File: src/bgdce_cfg.svh
/*
  Constants of the background debug command engine: opcodes, field
  positions, addresses and cycle counts. Assumes one 50 MHz clock that
  serves as the E clock.
*/
`ifndef BGDCE_CFG_SVH
`define BGDCE_CFG_SVH
// ============================================================
// Opcodes and opcode fields
`define BGDCE_OP_CPU_BREAK_INSTRUCTION 8'h90
`define BGDCE_FW_RD_LO 8'h62
`define BGDCE_FW_RD_HI 8'h67
`define BGDCE_FW_WR_LO 8'h42
`define BGDCE_FW_WR_HI 8'h47
`define BGDCE_FW_GO 8'h08
`define BGDCE_FW_TRACE 8'h10
`define BGDCE_FW_ARM_TAGS_RESUME 8'h18
`define BGDCE_B_RD 5
`define BGDCE_B_WORD 3
`define BGDCE_B_MAP 2
// ============================================================
// Addresses and reset values
`define BGDCE_ADR_STATUS 16'hFF01
`define BGDCE_STAT_RST 8'h00
// ============================================================
// Cycle counts and FIFO depth
`define BGDCE_SAMPLE 5'h0A
`define BGDCE_TX1_PULSE 5'h07
`define BGDCE_TX0_LOW 5'h0D
`define BGDCE_TIMEOUT 10'h200
`define BGDCE_STEAL 8'h80
`define BGDCE_FIFO_DEPTH 16
`endif

File: src/bgdce_pkg.sv
/*
  Types of the background debug command engine.
  Assumes bgdce_cfg.svh for all numeric constants.
*/
package bgdce_pkg;
  // ============================================================
  // Command sequencer states
  typedef enum logic [4:0] {
    ST_OPC = 5'h01,
    ST_ARG = 5'h02,
    ST_MEM = 5'h04,
    ST_FW = 5'h08,
    ST_TX = 5'h10
  } bgdce_state_t;
endpackage

File: src/bgdce_fifo.sv
/*
  Synchronous FIFO with valid/ready on both sides and a flush.
  Assumes one clock; the reader may stall at will.
*/
`include "bgdce_cfg.svh"
module bgdce_fifo
  import bgdce_pkg::*;
#(
  parameter int WIDTH = 8,
  parameter int DEPTH = 16
) (
  input wire logic sys_clk, // clock
  input wire logic rst_n, // async reset
  input wire logic flush, // empty the buffer
  input wire logic inValid, // write request
  output logic inReady, // space free
  input wire logic [WIDTH-1:0] inData, // write data
  output logic outValid, // data present
  input wire logic outReady, // reader takes
  output logic [WIDTH-1:0] outData // head word
);
  localparam int AW = $clog2(DEPTH);
  logic [WIDTH-1:0] mem [DEPTH];
  logic [AW:0] wrPtr;
  logic [AW:0] rdPtr;
  logic full;
  logic empty;
  assign full = (wrPtr[AW] != rdPtr[AW]) && (wrPtr[AW-1:0] == rdPtr[AW-1:0]);
  assign empty = wrPtr == rdPtr;
  assign inReady = !full;
  assign outValid = !empty;
  assign outData = mem[rdPtr[AW-1:0]];
  always_ff @(posedge sys_clk or negedge rst_n) begin
    if (!rst_n) begin
      wrPtr <= '0;
      rdPtr <= '0;
    end else if (flush) begin
      rdPtr <= wrPtr;
    end else begin
      if (inValid && !full) wrPtr <= wrPtr + 1'b1;
      if (outReady && !empty) rdPtr <= rdPtr + 1'b1;
    end
  end
  always_ff @(posedge sys_clk) begin
    if (inValid && !full) mem[wrPtr[AW-1:0]] <= inData;
  end
endmodule

File: src/bgdce_serial.sv
/*
  Bit engine of the single-wire debug link: edge detect, receive,
  transmit and link timeout. Assumes the host starts every bit with a
  falling edge; the pin wire is resolved outside from pinOe.
*/
`include "bgdce_cfg.svh"
module bgdce_serial
  import bgdce_pkg::*;
(
  input wire logic sys_clk, // clock
  input wire logic rst_n, // async reset
  input wire logic pinIn, // wire level
  output logic pinOut, // driven level
  output logic pinOe, // drive enable
  output logic [7:0] rxByte, // received byte
  output logic rxValid, // byte waiting
  input wire logic rxReady, // byte taken
  input wire logic [15:0] txWord, // word to send
  input wire logic txLoad, // start sending
  output logic txBusy, // sending
  output logic linkTimeout // no edge for long
);
  logic pinMeta;
  logic pinSync;
  logic pinPrev;
  logic fall;
  logic [4:0] phase;
  logic [2:0] rxCnt;
  logic [7:0] rxShift;
  logic [15:0] txShift;
  logic [3:0] txCnt;
  logic [9:0] idleCnt;
  assign fall = pinPrev & ~pinSync;
  // ============================================================
  // Synchroniser and bit phase
  always_ff @(posedge sys_clk or negedge rst_n) begin
    if (!rst_n) begin
      pinMeta <= 1'b1;
      pinSync <= 1'b1;
      pinPrev <= 1'b1;
    end else begin
      pinMeta <= pinIn;
      pinSync <= pinMeta;
      pinPrev <= pinSync;
    end
  end
  // Saturates so each bit is sampled only once
  always_ff @(posedge sys_clk or negedge rst_n) begin
    if (!rst_n) phase <= '1;
    else if (fall) phase <= '0;
    else if (phase != '1) phase <= phase + 5'h01;
  end
  // ============================================================
  // Receive, most significant bit first
  always_ff @(posedge sys_clk or negedge rst_n) begin
    if (!rst_n) begin
      rxCnt <= '0;
      rxShift <= '0;
      rxByte <= '0;
      rxValid <= 1'b0;
    end else begin
      if (rxValid && rxReady) rxValid <= 1'b0;
      if (linkTimeout) begin
        rxCnt <= '0;
      end else if (phase == `BGDCE_SAMPLE && !txBusy) begin // RULE23
        rxShift <= {rxShift[6:0], pinSync};
        rxCnt <= rxCnt + 3'h1;
        if (rxCnt == 3'h7) begin
          rxByte <= {rxShift[6:0], pinSync};
          rxValid <= 1'b1;
        end
      end
    end
  end
  // ============================================================
  // Transmit; host clocks each bit
  always_ff @(posedge sys_clk or negedge rst_n) begin
    if (!rst_n) begin
      txShift <= '0;
      txCnt <= '0;
      txBusy <= 1'b0;
    end else if (linkTimeout) begin
      txBusy <= 1'b0;
    end else if (txLoad) begin
      txShift <= txWord;
      txCnt <= '0;
      txBusy <= 1'b1;
    end else if (txBusy && phase == `BGDCE_TX0_LOW) begin
      txShift <= {txShift[14:0], 1'b0};
      txCnt <= txCnt + 4'h1;
      if (txCnt == 4'hF) txBusy <= 1'b0;
    end
  end
  // Short high pulse speeds up the rising edge
  always_ff @(posedge sys_clk or negedge rst_n) begin
    if (!rst_n) begin
      pinOe <= 1'b0;
      pinOut <= 1'b0;
    end else begin
      pinOe <= 1'b0;
      pinOut <= 1'b0;
      if (txBusy) begin
        if (!txShift[15] && phase < `BGDCE_TX0_LOW) begin
          pinOe <= 1'b1;
        end else if (!txShift[15] && phase == `BGDCE_TX0_LOW) begin
          pinOe <= 1'b1;
          pinOut <= 1'b1;
        end else if (txShift[15] && phase == `BGDCE_TX1_PULSE) begin
          pinOe <= 1'b1;
          pinOut <= 1'b1;
        end
      end
    end
  end
  // ============================================================
  // Timeout, one pulse per quiet spell
  always_ff @(posedge sys_clk or negedge rst_n) begin
    if (!rst_n) begin
      idleCnt <= `BGDCE_TIMEOUT;
      linkTimeout <= 1'b0;
    end else begin
      linkTimeout <= idleCnt == `BGDCE_TIMEOUT - 10'h001; // RULE24
      if (fall) idleCnt <= '0;
      else if (idleCnt != `BGDCE_TIMEOUT) idleCnt <= idleCnt + 10'h001;
    end
  end
endmodule

File: src/bgdce_engine.sv
/*
  Background debug command engine: opcode decode, hardware memory
  access with cycle stealing, firmware command hand-off to the CPU and
  background mode control. Assumes CPU-side inputs are on sys_clk and
  the debug wire and mode strap are asynchronous pins.
*/
// Notes on behaviour
// [RULE1] No background entry while firmware disabled
// [RULE2] Byte write to status sets enable
// [RULE3] Active mode maps debug area at top
// [RULE4] Enter via command, tag hit or break
// [RULE5] Command waits boundary; tag enters before execution
// [RULE6] Special single-chip reset starts enabled and active
// [RULE7] Suspend-enabled peripherals halt while active
// [RULE8] Opcode byte, then address and/or data
// [RULE9] Hardware commands run in any mode
// [RULE10] Host waits 150 cycles between phases
// [RULE11] Wait for idle cycle, steal after 128
// [RULE12] Multi-cycle accesses freeze the CPU
// [RULE13] Opcode 90 enters background if enabled
// [RULE14] Read opcodes E0 E4 E8 EC
// [RULE15] Write opcodes C0 C4 C8 CC
// [RULE16] Odd byte low, even high; words aligned
// [RULE17] Status reads 00, 80 or C0; code also shows tagEn in bit 5 and traceMode in bit 3 (A0, 88)
// [RULE18] Host sets enable by read-modify-write
// [RULE19] Firmware commands only while active
// [RULE20] Firmware reads 62 to 67
// [RULE21] Firmware writes 42 to 47
// [RULE22] Go, single step, arm tags and go
// [RULE23] Bits MSB first, host falling edge
// [RULE24] Quiet link clears the command register
// [RULE25] Unknown or gated opcodes do nothing
`include "bgdce_cfg.svh"
module bgdce_engine
  import bgdce_pkg::*;
(
  input wire logic sys_clk, // clock, E rate
  input wire logic rst_n, // async reset
  input wire logic dbgPinIn, // debug wire level
  output logic dbgPinOut, // debug wire drive level
  output logic dbgPinOe, // debug wire drive enable
  input wire logic modeSpecialSc, // special single-chip strap
  input wire logic cpuIdle, // free bus cycle
  input wire logic instrBoundary, // instruction completed
  input wire logic tagHit, // tagged instruction next
  input wire logic breakInstr, // break instruction run
  output logic cpuFreeze, // stop CPU clocks
  output logic cpuResume, // return to user code
  output logic bgActive, // background mode
  output logic dbgMapped, // debug area overlaid
  output logic fwStrobe, // firmware command start
  output logic [7:0] fwOp, // firmware opcode
  output logic [15:0] fwWdata, // firmware write data
  input wire logic fwDone, // firmware finished
  input wire logic [15:0] fwRdata, // firmware read data
  output logic memReq, // memory access
  output logic memWrite, // access is a write
  output logic memWord, // word access
  output logic memDbgMap, // debug area in map
  output logic [15:0] memAddr, // access address
  output logic [15:0] memWdata, // write data
  input wire logic [15:0] memRdata, // read data
  input wire logic memAck, // access done
  input wire logic [3:0] suspendEn, // per-peripheral suspend
  output logic [3:0] periphHalt // peripheral halt
);
  bgdce_state_t state;
  logic [7:0] instr;
  logic [15:0] addr;
  logic [15:0] wdata;
  logic [15:0] shiftReg;
  logic [2:0] argCnt;
  logic [2:0] argNeed;
  logic txLoad;
  logic txBusy;
  logic linkTimeout;
  logic [7:0] rxByte;
  logic rxValid;
  logic rxReady;
  logic fifoValid;
  logic fifoReady;
  logic [7:0] rxOp;
  logic take;
  logic fwEn;
  logic tagEn;
  logic traceMode;
  logic enterPend;
  logic modeMeta;
  logic modeSync;
  logic [1:0] strapCnt;
  logic [7:0] statusByte;
  logic opHw;
  logic fwRead;
  logic fwWrite;
  logic goCmd;
  logic goReq;
  logic lastArg;
  logic localHit;
  logic stWrite;
  logic enterNow;
  logic grant;
  logic stole;
  logic multi;
  logic [7:0] waitCnt;

  // ============================================================
  // Link and byte buffer
  bgdce_serial uSerial (
    .sys_clk(sys_clk),
    .rst_n(rst_n),
    .pinIn(dbgPinIn),
    .pinOut(dbgPinOut),
    .pinOe(dbgPinOe),
    .rxByte(rxByte),
    .rxValid(rxValid),
    .rxReady(rxReady),
    .txWord(shiftReg),
    .txLoad(txLoad),
    .txBusy(txBusy),
    .linkTimeout(linkTimeout)
  );

  // Bytes wait here while the sequencer is busy with an access
  bgdce_fifo #(
    .WIDTH(8),
    .DEPTH(`BGDCE_FIFO_DEPTH)
  ) uFifo (
    .sys_clk(sys_clk),
    .rst_n(rst_n),
    .flush(linkTimeout),
    .inValid(rxValid),
    .inReady(rxReady),
    .inData(rxByte),
    .outValid(fifoValid),
    .outReady(fifoReady),
    .outData(rxOp)
  );

  // ============================================================
  // Opcode decode
  assign fifoReady = state == ST_OPC || state == ST_ARG;
  assign take = fifoValid && fifoReady;
  // Field pattern admits exactly the eight read and write opcodes
  assign opHw = rxOp[7:6] == 2'h3 && !rxOp[4] && rxOp[1:0] == 2'h0; // RULE14 RULE15
  assign fwRead = rxOp >= `BGDCE_FW_RD_LO && rxOp <= `BGDCE_FW_RD_HI; // RULE20
  assign fwWrite = rxOp >= `BGDCE_FW_WR_LO && rxOp <= `BGDCE_FW_WR_HI; // RULE21
  assign goCmd = rxOp == `BGDCE_FW_GO || rxOp == `BGDCE_FW_TRACE
    || rxOp == `BGDCE_FW_ARM_TAGS_RESUME;
  assign goReq = state == ST_OPC && take && bgActive && goCmd; // RULE22
  assign lastArg = argCnt == argNeed - 3'h1;
  assign localHit = instr[`BGDCE_B_MAP] && !instr[`BGDCE_B_WORD]
    && addr == `BGDCE_ADR_STATUS;
  assign stWrite = state == ST_MEM && localHit && !instr[`BGDCE_B_RD]; // RULE2
  assign statusByte = {fwEn, bgActive, tagEn, 1'b0, traceMode, 3'h0}; // RULE17

  // ============================================================
  // Command sequencer
  always_ff @(posedge sys_clk or negedge rst_n) begin
    if (!rst_n) begin
      state <= ST_OPC;
      instr <= '0;
      addr <= '0;
      wdata <= '0;
      argCnt <= '0;
      argNeed <= '0;
    end else if (linkTimeout) begin
      state <= ST_OPC; // RULE24
      instr <= '0;
    end else begin
      case (state)
        ST_OPC: begin
          if (take) begin
            instr <= rxOp; // RULE8
            argCnt <= '0;
            if (opHw) begin // RULE9
              argNeed <= rxOp[`BGDCE_B_RD] ? 3'h2 : 3'h4;
              state <= ST_ARG;
            end else if (bgActive && fwRead) begin // RULE19
              state <= ST_FW;
            end else if (bgActive && fwWrite) begin
              argNeed <= 3'h2;
              state <= ST_ARG;
            end
          end
        end
        ST_ARG: begin
          if (take) begin
            argCnt <= argCnt + 3'h1;
            if (instr[7] && argCnt < 3'h2) addr <= {addr[7:0], rxOp};
            else wdata <= {wdata[7:0], rxOp};
            if (lastArg) state <= instr[7] ? ST_MEM : ST_FW;
          end
        end
        ST_MEM: begin
          if (localHit || (grant && memAck)) begin
            state <= instr[`BGDCE_B_RD] ? ST_TX : ST_OPC;
          end
        end
        ST_FW: begin
          if (fwDone) state <= instr[`BGDCE_B_RD] ? ST_TX : ST_OPC;
        end
        ST_TX: begin
          if (!txBusy && !txLoad) state <= ST_OPC;
        end
        default: state <= ST_OPC;
      endcase
    end
  end

  // ============================================================
  // Read-back data and firmware hand-off
  always_ff @(posedge sys_clk or negedge rst_n) begin
    if (!rst_n) begin
      shiftReg <= '0;
      txLoad <= 1'b0;
    end else begin
      txLoad <= 1'b0;
      if (state == ST_MEM && instr[`BGDCE_B_RD] && !linkTimeout) begin
        if (localHit) begin
          shiftReg <= {8'h00, statusByte}; // RULE16 RULE17
          txLoad <= 1'b1;
        end else if (grant && memAck) begin
          shiftReg <= memRdata;
          txLoad <= 1'b1;
        end
      end else if (state == ST_FW && fwDone && instr[`BGDCE_B_RD]) begin
        shiftReg <= fwRdata;
        txLoad <= 1'b1;
      end
    end
  end

  always_ff @(posedge sys_clk or negedge rst_n) begin
    if (!rst_n) fwStrobe <= 1'b0;
    else fwStrobe <= !linkTimeout && take && ((state == ST_OPC && bgActive && fwRead)
      || (state == ST_ARG && lastArg && !instr[7])); // RULE19 RULE25
  end
  assign fwOp = instr;
  assign fwWdata = wdata;

  // ============================================================
  // Bus access: idle cycle, else steal
  always_ff @(posedge sys_clk or negedge rst_n) begin
    if (!rst_n) begin
      grant <= 1'b0;
      stole <= 1'b0;
      multi <= 1'b0;
      waitCnt <= '0;
    end else if (state != ST_MEM || localHit || linkTimeout) begin
      grant <= 1'b0;
      stole <= 1'b0;
      multi <= 1'b0;
      waitCnt <= '0;
    end else if (!grant) begin
      if (cpuIdle || waitCnt == `BGDCE_STEAL) begin // RULE11
        grant <= 1'b1;
        stole <= !cpuIdle;
      end else begin
        waitCnt <= waitCnt + 8'h01;
      end
    end else if (memAck) begin
      grant <= 1'b0;
    end else begin
      multi <= 1'b1; // RULE12
    end
  end
  assign memReq = grant;
  // A single idle-cycle access leaves the CPU running
  assign cpuFreeze = grant && (stole || multi); // RULE12
  assign memWrite = !instr[`BGDCE_B_RD];
  assign memWord = instr[`BGDCE_B_WORD];
  assign memDbgMap = instr[`BGDCE_B_MAP]; // RULE14 RULE15
  // Misaligned word addresses are forced even
  assign memAddr = memWord ? {addr[15:1], 1'b0} : addr; // RULE16
  assign memWdata = wdata;

  // ============================================================
  // Background mode control
  always_ff @(posedge sys_clk or negedge rst_n) begin
    if (!rst_n) begin
      modeMeta <= 1'b0;
      modeSync <= 1'b0;
    end else begin
      modeMeta <= modeSpecialSc;
      modeSync <= modeMeta;
    end
  end

  assign enterNow = fwEn && !bgActive && ((enterPend && instrBoundary) // RULE5
    || (tagEn && tagHit) || breakInstr || (traceMode && instrBoundary)); // RULE4

  always_ff @(posedge sys_clk or negedge rst_n) begin
    if (!rst_n) begin
      strapCnt <= '0;
      fwEn <= 1'(`BGDCE_STAT_RST >> 7);
      bgActive <= 1'b0;
      tagEn <= 1'b0;
      traceMode <= 1'b0;
      enterPend <= 1'b0;
      cpuResume <= 1'b0;
    end else begin
      cpuResume <= 1'b0;
      if (strapCnt != 2'h3) strapCnt <= strapCnt + 2'h1;
      // Strap is read once the synchroniser has settled
      if (strapCnt == 2'h2 && modeSync) begin // RULE6
        fwEn <= 1'b1;
        bgActive <= 1'b1;
      end
      if (stWrite) fwEn <= wdata[7]; // RULE2
      // Ignored while active so a stale request cannot re-enter after go
      if (state == ST_OPC && take && rxOp == `BGDCE_OP_CPU_BREAK_INSTRUCTION && fwEn && !bgActive) begin
        enterPend <= 1'b1; // RULE13
      end
      if (goReq) begin // RULE22
        bgActive <= 1'b0;
        cpuResume <= 1'b1;
        tagEn <= rxOp == `BGDCE_FW_ARM_TAGS_RESUME;
        traceMode <= rxOp == `BGDCE_FW_TRACE;
      end
      if (breakInstr && !fwEn) cpuResume <= 1'b1; // RULE1
      if (enterNow) begin // RULE1
        bgActive <= 1'b1;
        enterPend <= 1'b0;
        tagEn <= 1'b0;
        traceMode <= 1'b0;
      end
    end
  end

  assign dbgMapped = bgActive; // RULE3
  assign periphHalt = suspendEn & {4{bgActive}}; // RULE7
endmodule

File: config.mk
export PLATFORM = sky130hd
export DESIGN_NAME = bgdce_engine
export DESIGN_NICKNAME = d
export VERILOG_FILES = /design/src/bgdce_pkg.sv /design/src/bgdce_fifo.sv /design/src/bgdce_serial.sv /design/src/bgdce_engine.sv
export VERILOG_INCLUDE_DIRS = /design/src
export SDC_FILE = /design/constraint.sdc
export NUM_CORES = 1
export LEC_CHECK = 0
export BUFFER_PORTS_ARGS = -buffer_cell sky130_fd_sc_hd__buf_2
export CAP_MARGIN = 20
export CORE_UTILIZATION = 64
export CTS_BUF_LIST = sky130_fd_sc_hd__clkbuf_8 sky130_fd_sc_hd__clkbuf_16
export DETAILED_ROUTE_END_ITERATION = 8
export PLACE_DENSITY = 0.85
export SYNTH_ARGS = -nofsm -noshare
export SYNTH_HDL_FRONTEND = slang
export SYNTH_SLANG_ARGS = --single-unit
File: constraint.sdc
create_clock -name sys_clk -period 5.2 [get_ports sys_clk]
set_input_delay 1.04 -clock sys_clk [delete_from_list [all_inputs] [get_ports sys_clk]]
set_output_delay 1.04 -clock sys_clk [all_outputs]
set_load 0.02 [all_outputs]
# Word-level counts from Yosys, hierarchy flattened
# Memories as Yosys holds them, arrays and structs flattened.
# Index checks and enable logic that the tools add are counted.
# word_totals
reg_bits	161
mem_bits_rw	128
input_bits	46
output_inout_bits	71
word_cells	290
memories	1
# classes
add_sub_neg	10
magnitude_cmp	6
n_eq_ne	41
muxes	85
n_bitwise	5
reduce_logical	103
# memory_table
memory	words	word_bits	rd	rd_ports_with_merged_regs	write_ports	line_no	text
uFifo.mem	16	8	1	0	1	bgdce_fifo.sv:23	logic [WIDTH-1:0] mem [DEPTH];
# op_table
op	n
2-to-1 mux 16 bit	6
2-to-1 mux 5 bit	15
2-to-1 mux 8 bit	6
logical AND 1 bit	45
2-to-1 mux 1 bit	43
nonzero test 2 bit	14
one-hot mux 5 bit (5 select lines)	1
2-to-1 mux 3 bit	8
2-to-1 mux 10 bit	2
AND reduction 2 bit	9
== test 16 bit (second input constant)	1
== test 8 x 5 -> 1 bit (second input constant)	2
== test 8 bit (second input constant)	2
>= comparator 8 x 7 -> 1 bit (second input constant)	2
less-or-equal comparator 8 x 7 -> 1 bit (second input constant)	2
adder 5 x 1 -> 5 bit (second input constant)	3
== test 5 x 4 -> 1 bit (second input constant)	3
inequality test 3 x 2 -> 1 bit (second input constant)	5
logical NOT 1 bit	13
logical OR 1 bit	12
2-to-1 mux 4 bit	3
AND reduction 4 bit	3
adder 10 x 1 -> 10 bit (second input constant)	1
== test 10 x 9 -> 1 bit (second input constant)	1
36 further kinds	48

# Depth between registers and ports, before layout
# An unclocked memory read counts as a cell.
# logic_depth
word_depth	10
mapped_depth	10
ltp_nobuf	8

# Cells and area by module
# A second synthesis with hierarchy kept.
# hier_totals
hier_cells	1006
area_unflattened_um2	13331.5
# modules_own_cells
mod	instances	cells_per_inst	area_each_um2	seq_area_each_um2
bgdce_fifo	1	307	5795.6	4093.9
bgdce_engine	1	409	4473.0	2228.4
bgdce_serial	1	290	3062.9	1537.7

# Least setup slack after synthesis
# No wires, ideal clock.
# synth_timing
path_kind	flip-flop to flip-flop
startpoint	register uFifo.rdPtr[0]
endpoint	register tagEn
setup_time_ns	0.127
t_arrival_ns	2.187
required_time_ns	5.073
path_slack_ns	2.886
stages_incl_launch_ff	8
n_path_buf	1
synth_period_minus_slack_ns	2.314
path_cell_list	dfrtp_1 buf_6 mux4_1 mux4_2 nor3_2 and4_4 o21a_4 o21ai_0
# synth_via
elab_chain_len	7
word_cells_on_any_way	15
cone_classes	eq/ne (4); mux (2); reduce/logical (8); memory (1)
# synth_lines
item	line_no	text
start: declaration	bgdce_fifo.sv:25	logic [AW:0] rdPtr;
start signal: assignment	bgdce_fifo.sv:38	rdPtr <= wrPtr;
start signal: assignment	bgdce_fifo.sv:41	if (outReady && !empty) rdPtr <= rdPtr + 1'b1;
parallel branches: the longest is 7 deep, another holds memory read (16 x 8 bit)	n/a	
end signal: assignment	bgdce_engine.sv:317	tagEn <= rxOp == `BGDCE_FW_ARM_TAGS_RESUME;
end: declaration	bgdce_engine.sv:85	logic tagEn;
# Several ways; the timed one is not identified. The select of a mux whose other input is x is not followed.
# A chain may end at the register's enable or synchronous reset.

# Final worst setup path
# layout_timing
startpoint	register uFifo.rdPtr[0]
endpoint	register argNeed[2]
# layout_via
elab_chain_len	6
word_cells_on_any_way	22
cone_classes	order compare (4); eq/ne (3); mux (2); reduce/logical (12); memory (1)
# layout_lines
item	line_no	text
memory read (16 x 8 bit)	n/a	
>= comparator 8 x 7 -> 1 bit (no source line) (tied with other cells)	n/a	
logical AND 1 bit, on equally long branches	n/a	
logical AND 1 bit, on equally long branches	bgdce_engine.sv:178, bgdce_engine.sv:144, bgdce_engine.sv:180	
inequality test 2 bit (no source line) / nonzero test 2 bit (equally long branches)	n/a	
AND reduction 5 bit (no source line)	n/a	
end signal: assignment	bgdce_engine.sv:176	argNeed <= rxOp[`BGDCE_B_RD] ? 3'h2 : 3'h4;
end: declaration	bgdce_engine.sv:73	logic [2:0] argNeed;
# Parallel ways exist; a longest one is shown, timed or not.

==> results.py <==
metrics = {
    "clock_network": {
        "clkSinkCount": 288,
        "cts_tree": "yes",
        "clk_latency_ps": 550,
        "cts_inserted_buffers": 29,
        "root_buffer": "clkbuf_16",
        "cts_buffer_depth": 3,
        "cts_setup_buffers": 0,
        "holdBufCountCts": 0,
        "clk_pin_slew_ps": 60,
        "cts_resized": 0,
        "htree_levels": 1,
    },
    "synthesis": {
        "synth_xor_xnor_area_share": 0.02149,
        "syn_avg_cell_area_um2": 13.23,
        "ys.flop_type": "dfrtp_1",
        "synth_top_family_by_area": "multiplexers",
        "synth_fa_ha_area_frac": 0.01881,
        "synth_fp_nets": 1020,
        "yosysTopAreaCellShare": 0.3042,
        "synth_mux_area_frac": 0.1314,
        "synthCells": 955,
        "netlist_top_cells_count": "150 x dfrtp_1, 128 x edfxtp_1, 106 x nor2_1",
        "ys_types": 64,
        "synth.ff_latch_count": 288,
        "synth_edf_count": 128,
        "yosysTopAreaCell": "edfxtp_1",
        "yosysSeqAreaShare": 0.6220,
        "ys_top_cells_by_area": "edfxtp_1 30%, dfrtp_1 30%, mux4_2 4.5%",
        "synth_compound_area_frac": 0.05871,
        "mappedNetlistArea_um2": 12640,
        "synth.most_common_cell": "dfrtp_1",
        "yosysWarnings": 0,
        "synthSimpleGateAreaFrac": 0.1064,
        "ys_async_sr_fraction": 0.5556,
    },
    "critical_path": {
        "reg2reg_setup_slack_ps": 1680,
        "path_delay_family": "multiplexers",
        "crit_path_cell_trace": "buf_4 -> mux4_1 -> mux2i_1 -> mux2i_1 -> nor4_2 -> o211ai_2 -> o21ai_1 -> a2bb2oi_1",
        "path_class": "reg2reg",
        "end_kind": "flop",
        "cp_num_buf_inv": 1,
        "crit_path_top_delay_cell": "dfrtp_1",
        "crit_start": "uFifo.rdPtr[0]",
        "cp.required_ps": 5610,
        "path_common_cell": "mux2i_1",
        "r2r-end": "argNeed[2]",
        "r2r_cells": 8,
        "cp.arrival_ps": 3930,
        "cp.depth": 8,
        "cpPeakStageDelay_ps": 890,
        "cp-start-kind": "flop",
        "endpoint": "argNeed[2]",
        "crit_path_max_fanout": 16,
        "r2r_start": "uFifo.rdPtr[0]",
    },
    "die": {
        "core_area_um2": 19400,
        "die-area_um2": 20310,
        "die_w_um": 142.5,
        "num_io_pins": 117,
        "die_h_um": 142.5,
        "initial_core_util": 0.6514,
        "num_rows": 51,
    },
    "outcome": {
        "status": "finished, final reports clean",
    },
    "global_route": {
        "antenna_found_initial": 0,
        "grt_pass1_wl_um": 42150,
        "grt_overflow": 0,
        "grt_max_degree": 92,
        "grt_pass1_vias": 7933,
        "groute.usage.overall": 0.2755,
    },
    "timing": {
        "worst_pin_slew_ps": 1110,
        "fin_skew_ps": 14.13,
        "fin_ws_ps": 1679,
        "min_period_ps": 3521,
        "hold_viol": 0,
        "maxSlewHeadroom": 0.2571,
        "finalMaxSlewViolations": 0,
        "setup_violations": 0,
        "max_freq_ghz": 0.2840,
        "fin_tns_setup_ps": 0,
        "rsz0062_at_grt": "no",
        "holdWs_ps": 345.1,
        "fin_crit_sh": 0.6771,
    },
    "pwr": {
        "power_density_nw_per_um2": 378.4,
        "vdd_drop_max_mv": 0.2695,
        "power_leakage_nw": 5.990,
    },
    "final_layout": {
        "drive_gt1_frac": 0.2549,
        "layout.nets": 1110,
        "instances_no_fill": 1332,
        "diodes": 0,
        "area_delta_synth_final_pct": 13.11,
    },
    "place": {
        "pre_cts_slack_ps": 1814,
        "dp_hpwl_um": 16650,
        "portBuffers": 116,
        "dp_cells": 1277,
        "gp_congestion": 0.8413,
    },
    "drt": {
        "drcViolationCount": 0,
        "initialDrtViolationCount": 698,
        "drtAntennaViolNets": 0,
        "drtPass1Iterations": 6,
        "num_vias": 8238,
        "via_per_inst": 6.185,
        "wl_um": 27300,
        "wl_per_cell_um": 20.49,
    },
    "hold_path": {
        "min_path_type": "reg2reg",
        "min_from": "uSerial.pinMeta",
    },
    "job": {
        "cap_violations": 0,
    },
}
==> per-layer routing <==
metal | vias up | GRT usage | wire length [um]
li1 | 3594 | - | -
met1 | 4160 | 0.3521 | 10700
met2 | 392 | 0.4678 | 13770
met3 | 92 | 0.04307 | 1841
met4 | 0 | 0.1239 | 987
met5 | - | 0 | 0
==> logic make-up (layout without fill, tap and decap cells) <==
kind of cell    count (synthesis)  in the layout
compound gates                123            123
xor+xnor                       31             31
fa+ha+maj                      19             19
buf+inv                        93            205
flops                         288            288
mux                           116            116
simple gates                  285            285
==> worst min-delay path by stage <==
stage	slack, ps	cells past startpoint	to
after floorplan	330	0	modeSync
after global placement	340	0	modeSync
after detailed placement	340	0	modeSync
after CTS	350	0	modeSync
after global routing	340	0	uSerial.pinSync
final	350	0	uSerial.pinSync
==> cell usage in the layout, fill, tap and decap left out, types with 20 or more instances in the layout <==
master / count
a21oi_1: 50
edfxtp_1: 128
clkbuf_16: 29
mux4_2: 25
o21ai_0: 29
inv_1: 28
dfrtp_1: 150
xor2_1: 20
nand2_1: 77
mux2_2: 45
nor2_1: 106
mux2i_1: 38
buf_2: 115
==> state kept, by name, indices dropped and copies added (netlist names), 7 cells and up <==
name / flops
addr: 16
uSerial.rxByte: 8
waitCnt: 8
uSerial.txShift: 16
shiftReg: 16
uSerial.idleCnt: 10
uSerial.rxShift: 7
uFifo.mem: 128
fwWdata: 16
fwOp: 8
==> cell type report <==
cell class	instances	area [um^2]
Sequential cell	288	7860
Timing Repair Buffer	128	688.2
Tap cell	265	331.6
Clock buffer	32	767.0
Multi-Input combinational cell	574	4267
Fill cell	1152	5105
Inverter	24	90.09
Clock inverter	21	290.3
==> per-stage QoR <==
step	power [mW]	util	instance area [um^2]
after floorplan	2.983	-	12640
after global routing	5.585	0.7368	14290
after CTS	5.425	0.7355	14270
after global placement	3.109	0.6810	13210
after detailed placement	3.139	0.6810	13210
final	5.409	0.7368	14290
==> where the power goes <==
group / total, mW / internal, mW / switching (mW) / leakage [nW]
clock: 2.28 / 1.41 / 0.872 / 0.537
combinational: 0.515 / 0.216 / 0.299 / 2.23
sequential: 2.61 / 2.49 / 0.121 / 3.23
Note: power is estimated with default switching activity, not from simulation.
